<file path="src/shared/mcms_map.svh">
// Constants of the channel-enable and misc-settings request handler.
// Included by mcms_top; holds definitions only.
`ifndef MCMS_MAP_SVH
`define MCMS_MAP_SVH

// Function, exception and sub-function codes
`define MCMS_FUNC_MISC 8'h46
`define MCMS_FUNC_EXC 8'hC6
`define MCMS_EXC_RANGE 8'h03
`define MCMS_SUB_RD_CHEN 8'h25
`define MCMS_SUB_WR_CHEN 8'h26
`define MCMS_SUB_RD_MISC 8'h29
`define MCMS_SUB_WR_MISC 8'h2A
`define MCMS_SET_OK 8'h00

// Field limits
`define MCMS_CHEN_MAX 8'h3F
`define MCMS_MISC_FILT_BIT 7
`define MCMS_MISC_RSVD_MASK 8'h7F
`define MCMS_ADDR_MIN 8'h01
`define MCMS_ADDR_MAX 8'hF7

// Frame lengths in bytes
`define MCMS_LEN_READ 4'h3
`define MCMS_LEN_SET 4'h4
`define MCMS_LEN_RESP 4'h4
`define MCMS_LEN_EXC 4'h3

// Register offsets
`define MCMS_REG_CFG 4'h0
`define MCMS_REG_STAT 4'h4
`define MCMS_REG_REQCNT 4'h8
`define MCMS_REG_EXCCNT 4'hC

// Register fields and reset values
`define MCMS_CFG_LEGACY_BIT 8
`define MCMS_STAT_FILT_BIT 8
`define MCMS_STAT_BUSY_BIT 9
`define MCMS_CFG_ADDR_RST 8'h01
`define MCMS_CHEN_RST 6'h3F
`define MCMS_FILT_RST 1'b0

`endif

</file>
<file path="src/shared/mcms_pkg.sv">
// Types of the channel-enable and misc-settings request handler.
// Assumes nothing of its surroundings.
package mcms_pkg;

  typedef logic [7:0] mcms_byte_t;

  typedef enum logic [1:0] {
    MCMS_IDLE = 2'b00,
    MCMS_EVAL = 2'b01,
    MCMS_SEND = 2'b11
  } mcms_state_t;

endpackage

</file>
<file path="src/rtl/mcms_rx_frame.sv">
// Collects one request frame byte by byte and reports its length.
// Assumes a framing layer on the same clock that ends each frame
// with a one-cycle end pulse after the last byte.
`timescale 1ns/1ps
module mcms_rx_frame #(
  parameter int DEPTH = 4
) (
  // Clock and reset
  input wire logic i_clk,
  input wire logic i_rst_n,
  // Byte stream
  input wire logic i_rx_valid,
  input wire mcms_pkg::mcms_byte_t i_rx_data,
  input wire logic i_rx_end,
  // Collected frame
  output logic o_done,
  output logic [3:0] o_len,
  output logic [8*DEPTH-1:0] o_bytes
);
  import mcms_pkg::*;

  logic [3:0] cnt_q;
  logic [7:0] buf_q [0:DEPTH-1];

  ////////////////////////////////////////////////////////////////////
  // Byte count, saturating so that long frames still read as wrong
  always_ff @(posedge i_clk or negedge i_rst_n) begin
    if (!i_rst_n) begin
      cnt_q <= 4'h0;
    end else if (i_rx_end) begin
      cnt_q <= 4'h0;
    end else if (i_rx_valid && cnt_q != 4'hF) begin
      cnt_q <= cnt_q + 4'h1;
    end
  end

  always_ff @(posedge i_clk or negedge i_rst_n) begin
    if (!i_rst_n) begin
      o_done <= 1'b0;
      o_len <= 4'h0;
    end else begin
      o_done <= i_rx_end;
      if (i_rx_end) begin
        o_len <= cnt_q;
      end
    end
  end

  ////////////////////////////////////////////////////////////////////
  // Storage of the leading bytes
  genvar g;
  generate
    for (g = 0; g < DEPTH; g++) begin : g_buf
      always_ff @(posedge i_clk or negedge i_rst_n) begin
        if (!i_rst_n) begin
          buf_q[g] <= 8'h00;
        end else if (i_rx_valid && cnt_q == 4'(g)) begin
          buf_q[g] <= i_rx_data;
        end
      end
      assign o_bytes[8*g +: 8] = buf_q[g];
    end
  endgenerate

endmodule

</file>
<file path="src/rtl/mcms_tx_ser.sv">
// Sends a reply of up to four bytes, low byte first, with handshake.
// Assumes the sink takes a byte in each cycle with valid and ready.
`timescale 1ns/1ps
module mcms_tx_ser (
  // Clock and reset
  input wire logic i_clk,
  input wire logic i_rst_n,
  // Load
  input wire logic i_start,
  input wire logic [31:0] i_bytes,
  input wire logic [3:0] i_len,
  // Byte stream
  input wire logic i_ready,
  output logic o_valid,
  output mcms_pkg::mcms_byte_t o_data,
  output logic o_last
);
  import mcms_pkg::*;

  logic [31:0] sh_q;
  logic [3:0] left_q;

  always_ff @(posedge i_clk or negedge i_rst_n) begin
    if (!i_rst_n) begin
      sh_q <= 32'h0000_0000;
      left_q <= 4'h0;
      o_valid <= 1'b0;
      o_data <= 8'h00;
      o_last <= 1'b0;
    end else if (i_start) begin
      sh_q <= i_bytes;
      left_q <= i_len;
      o_valid <= 1'b1;
      o_data <= i_bytes[7:0];
      o_last <= (i_len == 4'h1);
    end else if (o_valid && i_ready) begin
      if (left_q == 4'h1) begin
        o_valid <= 1'b0;
        o_last <= 1'b0;
        left_q <= 4'h0;
      end else begin
        sh_q <= {8'h00, sh_q[31:8]};
        o_data <= sh_q[15:8];
        left_q <= left_q - 4'h1;
        o_last <= (left_q == 4'h2);
      end
    end
  end

endmodule

</file>
<file path="src/rtl/mcms_top.sv">
// Handler for the channel-enable and misc-settings sub-functions of
// function 46h in a six-channel analog input slave.
// Assumes a framing layer on the same clock that checks the CRC and
// delivers request bytes, and that sends the reply bytes out.
//
// Summary of operation
// - A read-enable request (sub 25h) answers with the enable mask in byte 3.
// - Bit n of the enable mask stands for analog channel n, bit 0 first.
// - A mask bit of one enables its channel and zero disables it.
// - A new mask above 3Fh is refused with exception C6h, code 03.
// - A read request of the wrong length gets exception C6h, code 03.
// - A misc read (sub 29h) echoes address, function, sub and the byte.
// - Misc bit 7 picks the filter: zero for 60 Hz, one for 50 Hz.
// - On older firmware the filter bit is reserved and has no effect.
// - Misc bits 6 to 0 are reserved and always read back as zero.
// - A misc write with a reserved bit set or wrong length gets C6h/03.
// - A good set request is echoed with zero in byte 3.
// - Each reply repeats the request's slave address in byte 0.
//
// The plain strobed port and the register offsets were left to the implementer.
`timescale 1ns/1ps
`include "mcms_map.svh"
module mcms_top (
  // Clock and reset
  input wire logic I_MCLK,
  input wire logic I_RST_N,
  // Request byte stream
  input wire logic I_RX_VALID,
  input wire mcms_pkg::mcms_byte_t I_RX_DATA,
  input wire logic I_RX_END,
  // Reply byte stream
  input wire logic I_TX_READY,
  output logic O_TX_VALID,
  output mcms_pkg::mcms_byte_t O_TX_DATA,
  output logic O_TX_LAST,
  // Register port
  input wire logic [3:0] I_REG_ADDR,
  input wire logic [31:0] I_REG_WDATA,
  input wire logic I_REG_WR,
  input wire logic I_REG_RD,
  output logic [31:0] O_REG_RDATA,
  // Settings to the analog front end
  output logic [5:0] O_CH_EN,
  output logic O_FILT_50HZ
);
  import mcms_pkg::*;

  ////////////////////////////////////////////////////////////////////
  // Declarations

  mcms_state_t state_q;
  mcms_state_t state_d;

  logic rx_done;
  logic [3:0] rx_len;
  logic [31:0] rx_bytes;

  logic tx_valid;
  logic tx_last;
  mcms_byte_t tx_data;

  logic [7:0] slave_addr_q;
  logic legacy_q;
  logic [5:0] chen_q;
  logic filt_q;
  logic [15:0] req_cnt_q;
  logic [15:0] exc_cnt_q;

  mcms_byte_t req_addr;
  mcms_byte_t req_func;
  mcms_byte_t req_sub;
  mcms_byte_t req_data;

  logic addr_hit;
  logic is_rd_chen;
  logic is_wr_chen;
  logic is_rd_misc;
  logic is_wr_misc;
  logic len_read_ok;
  logic len_set_ok;
  logic chen_ok;
  logic misc_ok;
  logic misc_filt;

  logic reply;
  logic exc;
  logic apply_chen;
  logic apply_filt;
  logic [31:0] resp_bytes;
  logic [3:0] resp_len;
  logic start_q;
  logic [31:0] start_bytes_q;
  logic [3:0] start_len_q;

  ////////////////////////////////////////////////////////////////////
  // Request collection and reply sending

  mcms_rx_frame #(
    .DEPTH(4)
  ) u_rx (
    .i_clk(I_MCLK),
    .i_rst_n(I_RST_N),
    .i_rx_valid(I_RX_VALID),
    .i_rx_data(I_RX_DATA),
    .i_rx_end(I_RX_END),
    .o_done(rx_done),
    .o_len(rx_len),
    .o_bytes(rx_bytes)
  );

  mcms_tx_ser u_tx (
    .i_clk(I_MCLK),
    .i_rst_n(I_RST_N),
    .i_start(start_q),
    .i_bytes(start_bytes_q),
    .i_len(start_len_q),
    .i_ready(I_TX_READY),
    .o_valid(tx_valid),
    .o_data(tx_data),
    .o_last(tx_last)
  );

  assign O_TX_VALID = tx_valid;
  assign O_TX_DATA = tx_data;
  assign O_TX_LAST = tx_last;

  ////////////////////////////////////////////////////////////////////
  // Request decode

  assign req_addr = rx_bytes[7:0];
  assign req_func = rx_bytes[15:8];
  assign req_sub = rx_bytes[23:16];
  assign req_data = rx_bytes[31:24];

  // Broadcast and out-of-range addresses never match
  assign addr_hit = (req_addr == slave_addr_q) &&
                    (req_addr >= `MCMS_ADDR_MIN) &&
                    (req_addr <= `MCMS_ADDR_MAX);

  assign is_rd_chen = (req_func == `MCMS_FUNC_MISC) &&
                      (req_sub == `MCMS_SUB_RD_CHEN);
  assign is_wr_chen = (req_func == `MCMS_FUNC_MISC) &&
                      (req_sub == `MCMS_SUB_WR_CHEN);
  assign is_rd_misc = (req_func == `MCMS_FUNC_MISC) &&
                      (req_sub == `MCMS_SUB_RD_MISC);
  assign is_wr_misc = (req_func == `MCMS_FUNC_MISC) &&
                      (req_sub == `MCMS_SUB_WR_MISC);

  assign len_read_ok = (rx_len == `MCMS_LEN_READ);
  assign len_set_ok = (rx_len == `MCMS_LEN_SET);
  assign chen_ok = len_set_ok && (req_data <= `MCMS_CHEN_MAX);
  assign misc_ok = len_set_ok &&
                   ((req_data & `MCMS_MISC_RSVD_MASK) == 8'h00);

  // Reported filter bit reads as zero while it is reserved
  assign misc_filt = filt_q & ~legacy_q;

  ////////////////////////////////////////////////////////////////////
  // Reply build

  always_comb begin
    reply = 1'b0;
    exc = 1'b0;
    apply_chen = 1'b0;
    apply_filt = 1'b0;
    resp_len = `MCMS_LEN_RESP;
    resp_bytes = {`MCMS_SET_OK, req_sub, req_func, req_addr};
    if (addr_hit) begin
      if (is_rd_chen) begin
        reply = 1'b1;
        if (len_read_ok) begin
          resp_bytes[31:24] = {2'b00, chen_q};
        end else begin
          exc = 1'b1;
        end
      end else if (is_wr_chen) begin
        reply = 1'b1;
        if (chen_ok) begin
          apply_chen = 1'b1;
        end else begin
          exc = 1'b1;
        end
      end else if (is_rd_misc) begin
        reply = 1'b1;
        if (len_read_ok) begin
          resp_bytes[31:24] = {misc_filt, 7'h00};
        end else begin
          exc = 1'b1;
        end
      end else if (is_wr_misc) begin
        reply = 1'b1;
        if (misc_ok) begin
          apply_filt = ~legacy_q;
        end else begin
          exc = 1'b1;
        end
      end
    end
    if (exc) begin
      resp_len = `MCMS_LEN_EXC;
      resp_bytes = {8'h00, `MCMS_EXC_RANGE, `MCMS_FUNC_EXC, req_addr};
    end
  end

  ////////////////////////////////////////////////////////////////////
  // Sequencer

  always_comb begin
    state_d = state_q;
    case (state_q)
      MCMS_IDLE: begin
        if (rx_done) begin
          state_d = MCMS_EVAL;
        end
      end
      MCMS_EVAL: begin
        state_d = reply ? MCMS_SEND : MCMS_IDLE;
      end
      MCMS_SEND: begin
        if (tx_valid && I_TX_READY && tx_last) begin
          state_d = MCMS_IDLE;
        end
      end
      default: begin
        state_d = MCMS_IDLE;
      end
    endcase
  end

  always_ff @(posedge I_MCLK or negedge I_RST_N) begin
    if (!I_RST_N) begin
      state_q <= MCMS_IDLE;
    end else begin
      state_q <= state_d;
    end
  end

  // Reply load, one cycle after evaluation
  always_ff @(posedge I_MCLK or negedge I_RST_N) begin
    if (!I_RST_N) begin
      start_q <= 1'b0;
      start_bytes_q <= 32'h0000_0000;
      start_len_q <= 4'h0;
    end else begin
      start_q <= (state_q == MCMS_EVAL) && reply;
      if (state_q == MCMS_EVAL) begin
        start_bytes_q <= resp_bytes;
        start_len_q <= resp_len;
      end
    end
  end

  ////////////////////////////////////////////////////////////////////
  // Channel enable and filter settings

  always_ff @(posedge I_MCLK or negedge I_RST_N) begin
    if (!I_RST_N) begin
      chen_q <= `MCMS_CHEN_RST;
    end else if (state_q == MCMS_EVAL && apply_chen) begin
      chen_q <= req_data[5:0];
    end
  end

  always_ff @(posedge I_MCLK or negedge I_RST_N) begin
    if (!I_RST_N) begin
      filt_q <= `MCMS_FILT_RST;
    end else if (state_q == MCMS_EVAL && apply_filt) begin
      filt_q <= req_data[`MCMS_MISC_FILT_BIT];
    end
  end

  always_ff @(posedge I_MCLK or negedge I_RST_N) begin
    if (!I_RST_N) begin
      O_CH_EN <= `MCMS_CHEN_RST;
      O_FILT_50HZ <= `MCMS_FILT_RST;
    end else begin
      O_CH_EN <= chen_q;
      O_FILT_50HZ <= misc_filt;
    end
  end

  ////////////////////////////////////////////////////////////////////
  // Register port

  always_ff @(posedge I_MCLK or negedge I_RST_N) begin
    if (!I_RST_N) begin
      slave_addr_q <= `MCMS_CFG_ADDR_RST;
      legacy_q <= 1'b0;
    end else if (I_REG_WR && I_REG_ADDR == `MCMS_REG_CFG) begin
      slave_addr_q <= I_REG_WDATA[7:0];
      legacy_q <= I_REG_WDATA[`MCMS_CFG_LEGACY_BIT];
    end
  end

  // Counters: a write clears, a same-cycle event still counts
  always_ff @(posedge I_MCLK or negedge I_RST_N) begin
    if (!I_RST_N) begin
      req_cnt_q <= 16'h0000;
    end else if (state_q == MCMS_EVAL && reply && !exc) begin
      if (I_REG_WR && I_REG_ADDR == `MCMS_REG_REQCNT) begin
        req_cnt_q <= 16'h0001;
      end else begin
        req_cnt_q <= req_cnt_q + 16'h0001;
      end
    end else if (I_REG_WR && I_REG_ADDR == `MCMS_REG_REQCNT) begin
      req_cnt_q <= 16'h0000;
    end
  end

  always_ff @(posedge I_MCLK or negedge I_RST_N) begin
    if (!I_RST_N) begin
      exc_cnt_q <= 16'h0000;
    end else if (state_q == MCMS_EVAL && reply && exc) begin
      if (I_REG_WR && I_REG_ADDR == `MCMS_REG_EXCCNT) begin
        exc_cnt_q <= 16'h0001;
      end else begin
        exc_cnt_q <= exc_cnt_q + 16'h0001;
      end
    end else if (I_REG_WR && I_REG_ADDR == `MCMS_REG_EXCCNT) begin
      exc_cnt_q <= 16'h0000;
    end
  end

  // Read data stand one cycle after the strobe, zero otherwise
  always_ff @(posedge I_MCLK or negedge I_RST_N) begin
    if (!I_RST_N) begin
      O_REG_RDATA <= 32'h0000_0000;
    end else if (I_REG_RD) begin
      case (I_REG_ADDR)
        `MCMS_REG_CFG: begin
          O_REG_RDATA <= {23'h000000, legacy_q, slave_addr_q};
        end
        `MCMS_REG_STAT: begin
          O_REG_RDATA <= {22'h000000, (state_q != MCMS_IDLE),
                          misc_filt, 2'b00, chen_q};
        end
        `MCMS_REG_REQCNT: begin
          O_REG_RDATA <= {16'h0000, req_cnt_q};
        end
        `MCMS_REG_EXCCNT: begin
          O_REG_RDATA <= {16'h0000, exc_cnt_q};
        end
        default: begin
          O_REG_RDATA <= 32'h0000_0000;
        end
      endcase
    end else begin
      O_REG_RDATA <= 32'h0000_0000;
    end
  end

endmodule

</file>
<file path="config.mk">
export PLATFORM = sky130hd
export DESIGN_NAME = mcms_top
export DESIGN_NICKNAME = d
export VERILOG_FILES = /design/src/shared/mcms_pkg.sv /design/src/rtl/mcms_rx_frame.sv /design/src/rtl/mcms_tx_ser.sv /design/src/rtl/mcms_top.sv
export VERILOG_INCLUDE_DIRS = /design/src /design/src/shared
export SDC_FILE = /design/constraint.sdc
export NUM_CORES = 1
export LEC_CHECK = 0
export BUFFER_PORTS_ARGS = -buffer_cell sky130_fd_sc_hd__buf_4
export CAP_MARGIN = 5
export CORE_MARGIN = 1.5
export CORE_UTILIZATION = 55
export CTS_CLUSTER_DIAMETER = 60
export DETAILED_ROUTE_END_ITERATION = 16
export PLACE_DENSITY = 0.87
export RECOVER_POWER = 25
export SLEW_MARGIN = 0
export SYNTH_ARGS = -nofsm -noshare
export SYNTH_HDL_FRONTEND = slang
export SYNTH_HIERARCHICAL = 1
export SYNTH_SLANG_ARGS = --single-unit
</file>
<file path="constraint.sdc">
create_clock -name I_MCLK -period 2.7 [get_ports I_MCLK]
set_input_delay 0 -clock I_MCLK [delete_from_list [all_inputs] [get_ports I_MCLK]]
set_output_delay 0 -clock I_MCLK [all_outputs]
set_load 0.1 [all_outputs]
</file>
Word level (Yosys, flattened, before mapping) --
Cells that the tools add are included.
Word-level totals: flip-flop bits (word level) 213, input bits 51, output and inout bits 49, word-level logic and storage cells 154
Operators by class: $add $sub $neg 4, magnitude comparators 3, eq/ne operators 23, muxes and demuxes 60, bitwise gates (word level) 2, reductions and logical operators 37
Operator list (number):
- 32-bit 2-to-1 mux | 5
- 16-bit 2-to-1 mux | 6
- 8-bit 2-to-1 mux | 8
- 16-bit one-hot mux with 4 select lines | 1
- 16-bit by 1-bit adder with 16-bit output (second input constant) | 2
- 8-bit by 6-bit == test with 1-bit output (second input constant) | 4
- 1-bit 2-to-1 mux | 29
- 1-bit logical AND | 23
- 4-bit 2-to-1 mux | 5
- 4-bit by 2-bit == test with 1-bit output (second input constant) | 4
- 4-bit by 1-bit == test with 1-bit output (second input constant) | 3
- 2-bit nonzero test | 6
- 4-bit by 3-bit == test with 1-bit output (second input constant) | 2
- 4-bit == test (second input constant) | 2
- 8-bit by 7-bit == test with 1-bit output (second input constant) | 1
- 8-bit == test | 1
- 8-bit by 1-bit >= comparator with 1-bit output (second input constant) | 1
- 8-bit by 6-bit <= comparator with 1-bit output (second input constant) | 1
- 8-bit <= comparator (second input constant) | 1
- 4-bit zero test | 2
- 8-bit zero test | 1
- 2-bit 2-to-1 mux | 3
- 6-bit 2-to-1 mux | 1
- 2-bit one-hot mux with 3 select lines | 1
- 13 further kinds | 16

Logic depth before layout (Yosys ltp) --
depth in word-level cells 11, depth in mapped cells 8, depth with buffers taken out 6

Cells and area by module --
Netlist, hierarchy kept.
By module, submodules not included:
- mcms_top | times used 1, cells each 504, area each 5069.9 um^2, sequential area each 2693.8 um^2
- mcms_tx_ser | times used 1, cells each 219, area each 2001.9 um^2, sequential area each 950.9 um^2
- mcms_rx_frame | times used 1, cells each 108, area each 1664.1 um^2, sequential area each 1026.0 um^2

Worst setup path after synthesis --
No wires, ideal clock.
path kind reg2reg, start register u_rx.o_len[0], end register req_cnt_q[11], library setup time 0.078 ns, arrival 2.090 ns, data required time 2.622 ns, path slack 0.532 ns, cell stages (with the launch flop) 7, path buffers 0, clock period less this slack 2.168 ns, cells stage by stage dfrtp_1 -> nand2b_1 -> or4_4 -> a221oi_2 -> o2111ai_2 -> or4_1 -> a21oi_1
Between the ends: longest elaborated chain between the ends 11, elaborated cells on any way between the ends 16, classes of those cells eq/ne (2); mux (9); reduce/logical (5)
Ends and longest elaborated chain:
- start: declaration | line mcms_rx_frame.sv:17 | output logic [3:0] o_len,
- start signal: assignment | line mcms_rx_frame.sv:44 | o_len <= cnt_q;
- 4-bit by 3-bit == test with 1-bit output (no line)
- 1-bit logical AND | line mcms_top.sv:152 | assign misc_ok = len_set_ok &&
- 1-bit 2-to-1 mux | line mcms_top.sv:192 | if (misc_ok) begin
- 1-bit 2-to-1 mux | line mcms_top.sv:190 | end else if (is_wr_misc) begin
- 1-bit 2-to-1 mux | line mcms_top.sv:183 | end else if (is_rd_misc) begin
- 1-bit 2-to-1 mux | line mcms_top.sv:176 | end else if (is_wr_chen) begin
- 1-bit 2-to-1 mux (*) | line mcms_top.sv:169 | if (is_rd_chen) begin
- 1-bit 2-to-1 mux (*) | line mcms_top.sv:168 | if (addr_hit) begin
- 1-bit zero test (*) | line mcms_top.sv:299 | end else if (state_q == MCMS_EVAL && reply && !exc) begin
- 1-bit logical AND (*) | line mcms_top.sv:299
- 16-bit 2-to-1 mux / 2-bit nonzero test (equally long branches)
- end signal: assignment | line mcms_top.sv:303 | req_cnt_q <= req_cnt_q + 16'h0001;
- end: declaration | line mcms_top.sv:66 | logic [15:0] req_cnt_q;
Mark *: on every way between the ends. The rest lies on a longest branch, timed or not. A chain may end at the register's enable or synchronous reset.

Final worst setup path --
start register u_rx.o_len[1], end register req_cnt_q[15]
The elaborated chain is that of the path after synthesis.

==> reports/summary.md <==
The launch instance of the worst min-delay path is I_REG_ADDR[2]. By area the synthesized netlist is led by dfrtp_1, mux2_2, nand2_1, dfstp_2, a21oi_1. In this run the standard cell core region covers 0.0154 mm². The number of antenna violations at the first check in global routing is 0.

The share of cell area taken by muxes after synthesis was 0.0706. For the setup total negative slack, the log shows 0 ns. The final layout contains 955 nets. The slowest stage of the critical path is the or4_4 cell.

The fraction of layout cells with a size suffix above 1 is 0.200. Clock root buffer master: clkbuf_16. The biggest fanout along the worst timing path is 28, and the via count of the routed design is 6792.

The worst setup path is launched from a register. For the static power due to leakage, the log shows 4.44 nW. The xor/xnor share of the synthesized area is 0.0110, and the number of vias per cell after detailed routing is 6.07. The height of the chip was 129 µm.

The run gives -0.384 as the worst-case headroom to the max-slew limit. Setup repair after global routing left no endpoint under its margin. The Yosys step of the flow raised 6 warnings. From synthesis to final layout, the design area changed by 15.1%. The maximum operating frequency came out at 0.400 GHz.

The share of synthesized cell area in full adder, half adder and majority cells is 0.0129, and the power consumption is 6.82 mW. The run gives 0.535 as the register area share after synthesis. The die covers 0.0166 mm². Setup violations remaining at the end of the flow were counted as 0. The worst-case clock skew is 0.0109 ns, and the residual overflow from global routing is 0.

The logs give 100 for the I/O pin count and 6 for the length of the first detailed-routing pass in iterations. Walking the worst path, the cells encountered are or4_4 > a221oi_2 > o2111ai_2 > buf_4 > or4_1 > a21oi_1. The worst reg2reg path depth is 6. For the post-synthesis cell area, the log shows 0.00874 mm². For this run, the leading register cell type out of synthesis is dfrtp_1.

The startpoint of the most critical register-to-register path is u_rx/o_len[1]$_DFFE_PN0P_. Async set or reset register ratio after synthesis: 1.00. The worst register-to-register path ends at req_cnt_q[15]$_DFFE_PN0P_. The placed instances occupy a cell area of 0.00924 mm².

The tools report the number of DRC markers in iteration 0 as 729. The synthesized instance count is 831, and the required arrival time at the worst endpoint is 3.06 ns. The number of hold violations in the final report is 0, and the number of buffers on the longest clock path is 2. A synthesized cell averages 10.5 µm².

The clock transition at the registers of the reported paths came out at 0.07 ns. For the pin count of the biggest net entering global routing, the log shows 86. The path with the worst hold slack has its endpoint at O_REG_RDATA[9]$_DFF_PN0_. Area share of the leading cell type in the synthesized netlist: 0.496. Once layout is done, the placed cells without fillers occupy 0.0101 mm². Aggregate global-route resource usage: 0.254. The starting density of the core is 0.568.

The buffering stage count on the worst path with inverters included came out at 1. The final core utilization is 0.654, and the routability congestion estimate from global placement is 0.903. The HPWL after detailed placement is 13300 µm. The synthesized design spends more area on one cell type than any other, namely dfrtp_1. Number of buffers inserted during clock tree synthesis: 17. The worst hold path was traced through 5 stages. The actual transition at the worst max-transition pin is 2.08 ns, and the clock latency on the worst-skew pair is 0.44 ns. The worst setup path is of the register to register kind. The filler cells instantiated in the layout total 1157. The row count is 45, and the highest cell delay on the worst timing path is 0.58 ns. The simple-gate area share of the yosys netlist came out at 0.165. The number of antenna cells inserted was 0. The area fraction in compound gates after synthesis is 0.151, and the largest voltage drop on the vdd net is 0.572 mV. Register-to-register setup slack: 0.20 ns. The nature of the critical path endpoint was a register.

The main combinational cell family by area after synthesis was simple AND/OR/NAND/NOR gates. Once the clock tree was built, the setup fixing pass inserted 0 buffers. The number of distinct library cells after synthesis was 68; the sum of routed wire length over all layers was 20400 µm.

The arrival time of the worst setup path is 2.86 ns. The shortest period the worst path allows was 2.50 ns. The flow ran to the end, but the final reports show violations. TritonCTS built the clock tree. Counting every sink on the clock net gives 186. Among cell families on the critical path, the largest total delay comes from simple AND/OR/NAND/NOR gates. Global-route wire length before repair: 32600 µm. In this run, synthesis inferred 0 flip-flops with an integrated enable. In this run the worst hold path is classified as input pin to register.

Number of global-route vias before repair: 6365. The non-filler instance count after layout is 1119. Counting flops and latches in the post-synthesis netlist gives 186. The width of the chip was 129 µm.

After detailed routing, the number of remaining DRC violations is 0. The H-tree was split into 4 levels. Ratio of final minimum period to clock period: 0.927.

Once placement completed, the tool counted placed cells totaling 1065. The tools report the number of slew-limit violations in the final report as 85. The run gives 0 as the number of nets with antenna violations after routing. After detailed routing, the average wire length per cell comes to 18.2 µm. The number of input and output port buffers inserted came out at 60.

Power density of the placed cells: 679 mW/mm². The final reports fail on capacitance limit, slew limit. The reported max-cap violation count came out at 1.
## placed cells by master (no fill, tap or decap), types with 3 or more instances in the layout
cell             n
dfrtp_1        172
nand2_1        100
buf_4           72
a21oi_1         67
mux2_2          53
o21ai_1         33
nor2_1          31
nor2b_1         29
o21ai_0         28
a31oi_1         27
dlygate4sd3_1   22
a22oi_1         21
conb_1          19
nand3_1         18
clkbuf_16       17
inv_1           14
or4_1           14
o31ai_1         13
or3_1           13
xnor2_1         10
ha_1             9
and2_1           8
dfstp_2          7
nand4_1          7
and3_1           6
nand2b_1         6
a22o_1           6
dfstp_1          6
nor4_1           4
nor3_1           4
a21o_1           4
nor4b_1          3
nand4b_1         3
inv_6            3
clkinv_2         3
## worst max-delay path by stage
stage,slack [ns],endpoint,cells after the start,startpoint
after floorplan,0.53,req_cnt_q[11]$_DFFE_PN0P_,6,u_rx/o_len[0]$_DFFE_PN0P_
after global placement,0.30,req_cnt_q[11]$_DFFE_PN0P_,7,u_rx/o_len[0]$_DFFE_PN0P_
after detailed placement,0.19,req_cnt_q[15]$_DFFE_PN0P_,7,u_rx/o_bytes[24]$_DFFE_PN0P_
after CTS,0.18,req_cnt_q[15]$_DFFE_PN0P_,7,u_rx/o_bytes[24]$_DFFE_PN0P_
after global routing,0.07,req_cnt_q[15]$_DFFE_PN0P_,7,u_rx/o_len[0]$_DFFE_PN0P_
final,0.20,req_cnt_q[15]$_DFFE_PN0P_,6,u_rx/o_len[1]$_DFFE_PN0P_
## what timing repair did
item / in CTS / in global routing
setup endpoints to repair: 0 / 1
endpoints found under the hold margin: 134 / 0
gates resized for setup: 0 / 1
hold buffers: 22 / 0
## layer usage
metal,routed length [µm],up-vias,global-route usage
li1,-,3072,-
met1,8720,3365,0.354
met2,9880,293,0.398
met3,1210,62,0.0483
met4,605,0,0.103
met5,0,-,0
## worst register-to-register path: cells and delay by family (launching register included)
family	cells	cell delay, ns
compound gates	3	0.65
simple gates	2	1.12
buf+inv	1	0.26
flops	1	0.40
## per-stage QoR
step / hold slack, ns / setup slack [ns]
CTS: 0.126 / 0.178
detailed placement: 0.109 / 0.189
finish: 0.128 / 0.198
floorplan: -0.296 / 0.532
global route: 0.158 / 0.0659
global placement: 0.106 / 0.298
## power breakdown
part / internal, mW / switching, mW / total (mW)
clock: 1.42 / 1.09 / 2.51
combinational: 0.414 / 0.443 / 0.857
sequential: 3.07 / 0.383 / 3.45
total: 4.91 / 1.91 / 6.82
## state kept, by name, indices dropped and copies added, names as in the netlist, 6 cells and up
signal	cells
O_CH_EN	6
O_REG_RDATA	16
chen_q	6
exc_cnt_q	16
req_cnt_q	16
slave_addr_q	8
start_bytes_q	31
u_rx/o_bytes	32
u_tx/o_data	7
u_tx/sh_q	25
## layout make-up
class | count | area (µm²) | share of cell area
clock buffer | 20 | 457 | 0.0454
clock inverter | 12 | 136 | 0.0136
inverter | 15 | 56.3 | 0.00560
multi-input combinational | 578 | 3680 | 0.366
sequential | 186 | 4670 | 0.465
tap | 211 | 264 | 0.0263
timing repair buffer | 97 | 790 | 0.0786
## cells by family after synthesis
family | after synthesis
and+or+nand+nor | 268
AOI/OAI and AO/OA | 216
DFF | 186
buffers and inverters | 85
muxes | 55
xor gates and xnor gates | 11
adders and majority gates | 9
other | 1
## synth_stat cells (2+ instances only)
cell type / instances
and3_1: 6
xnor2_1: 10
and2_1: 8
mux2i_1: 2
inv_1: 14
nor3_1: 4
a21oi_1: 67
or2_2: 2
buf_2: 8
dfrtp_1: 173
nand4_1: 7
a31oi_1: 27
nor3b_1: 2
nor2_1: 31
or3_1: 13
nor4b_1: 3
nor4_1: 5
mux2_2: 53
or4_1: 14
nand3_1: 18
buf_6: 2
nand4b_1: 3
dfstp_2: 13
a22o_1: 6
a21o_1: 4
o31ai_1: 13
nand2b_1: 6
nand4bb_1: 2
o21ai_1: 33
buf_1: 2
clkbuf_1: 28
nand2_1: 100
buf_8: 2
o21ai_0: 28
o2111ai_1: 2
and4bb_2: 2
a22oi_1: 21
buf_4: 28
ha_1: 9
nor2b_1: 30
and4_1: 2
a222oi_1: 2
(Power assumes the default switching activity.)
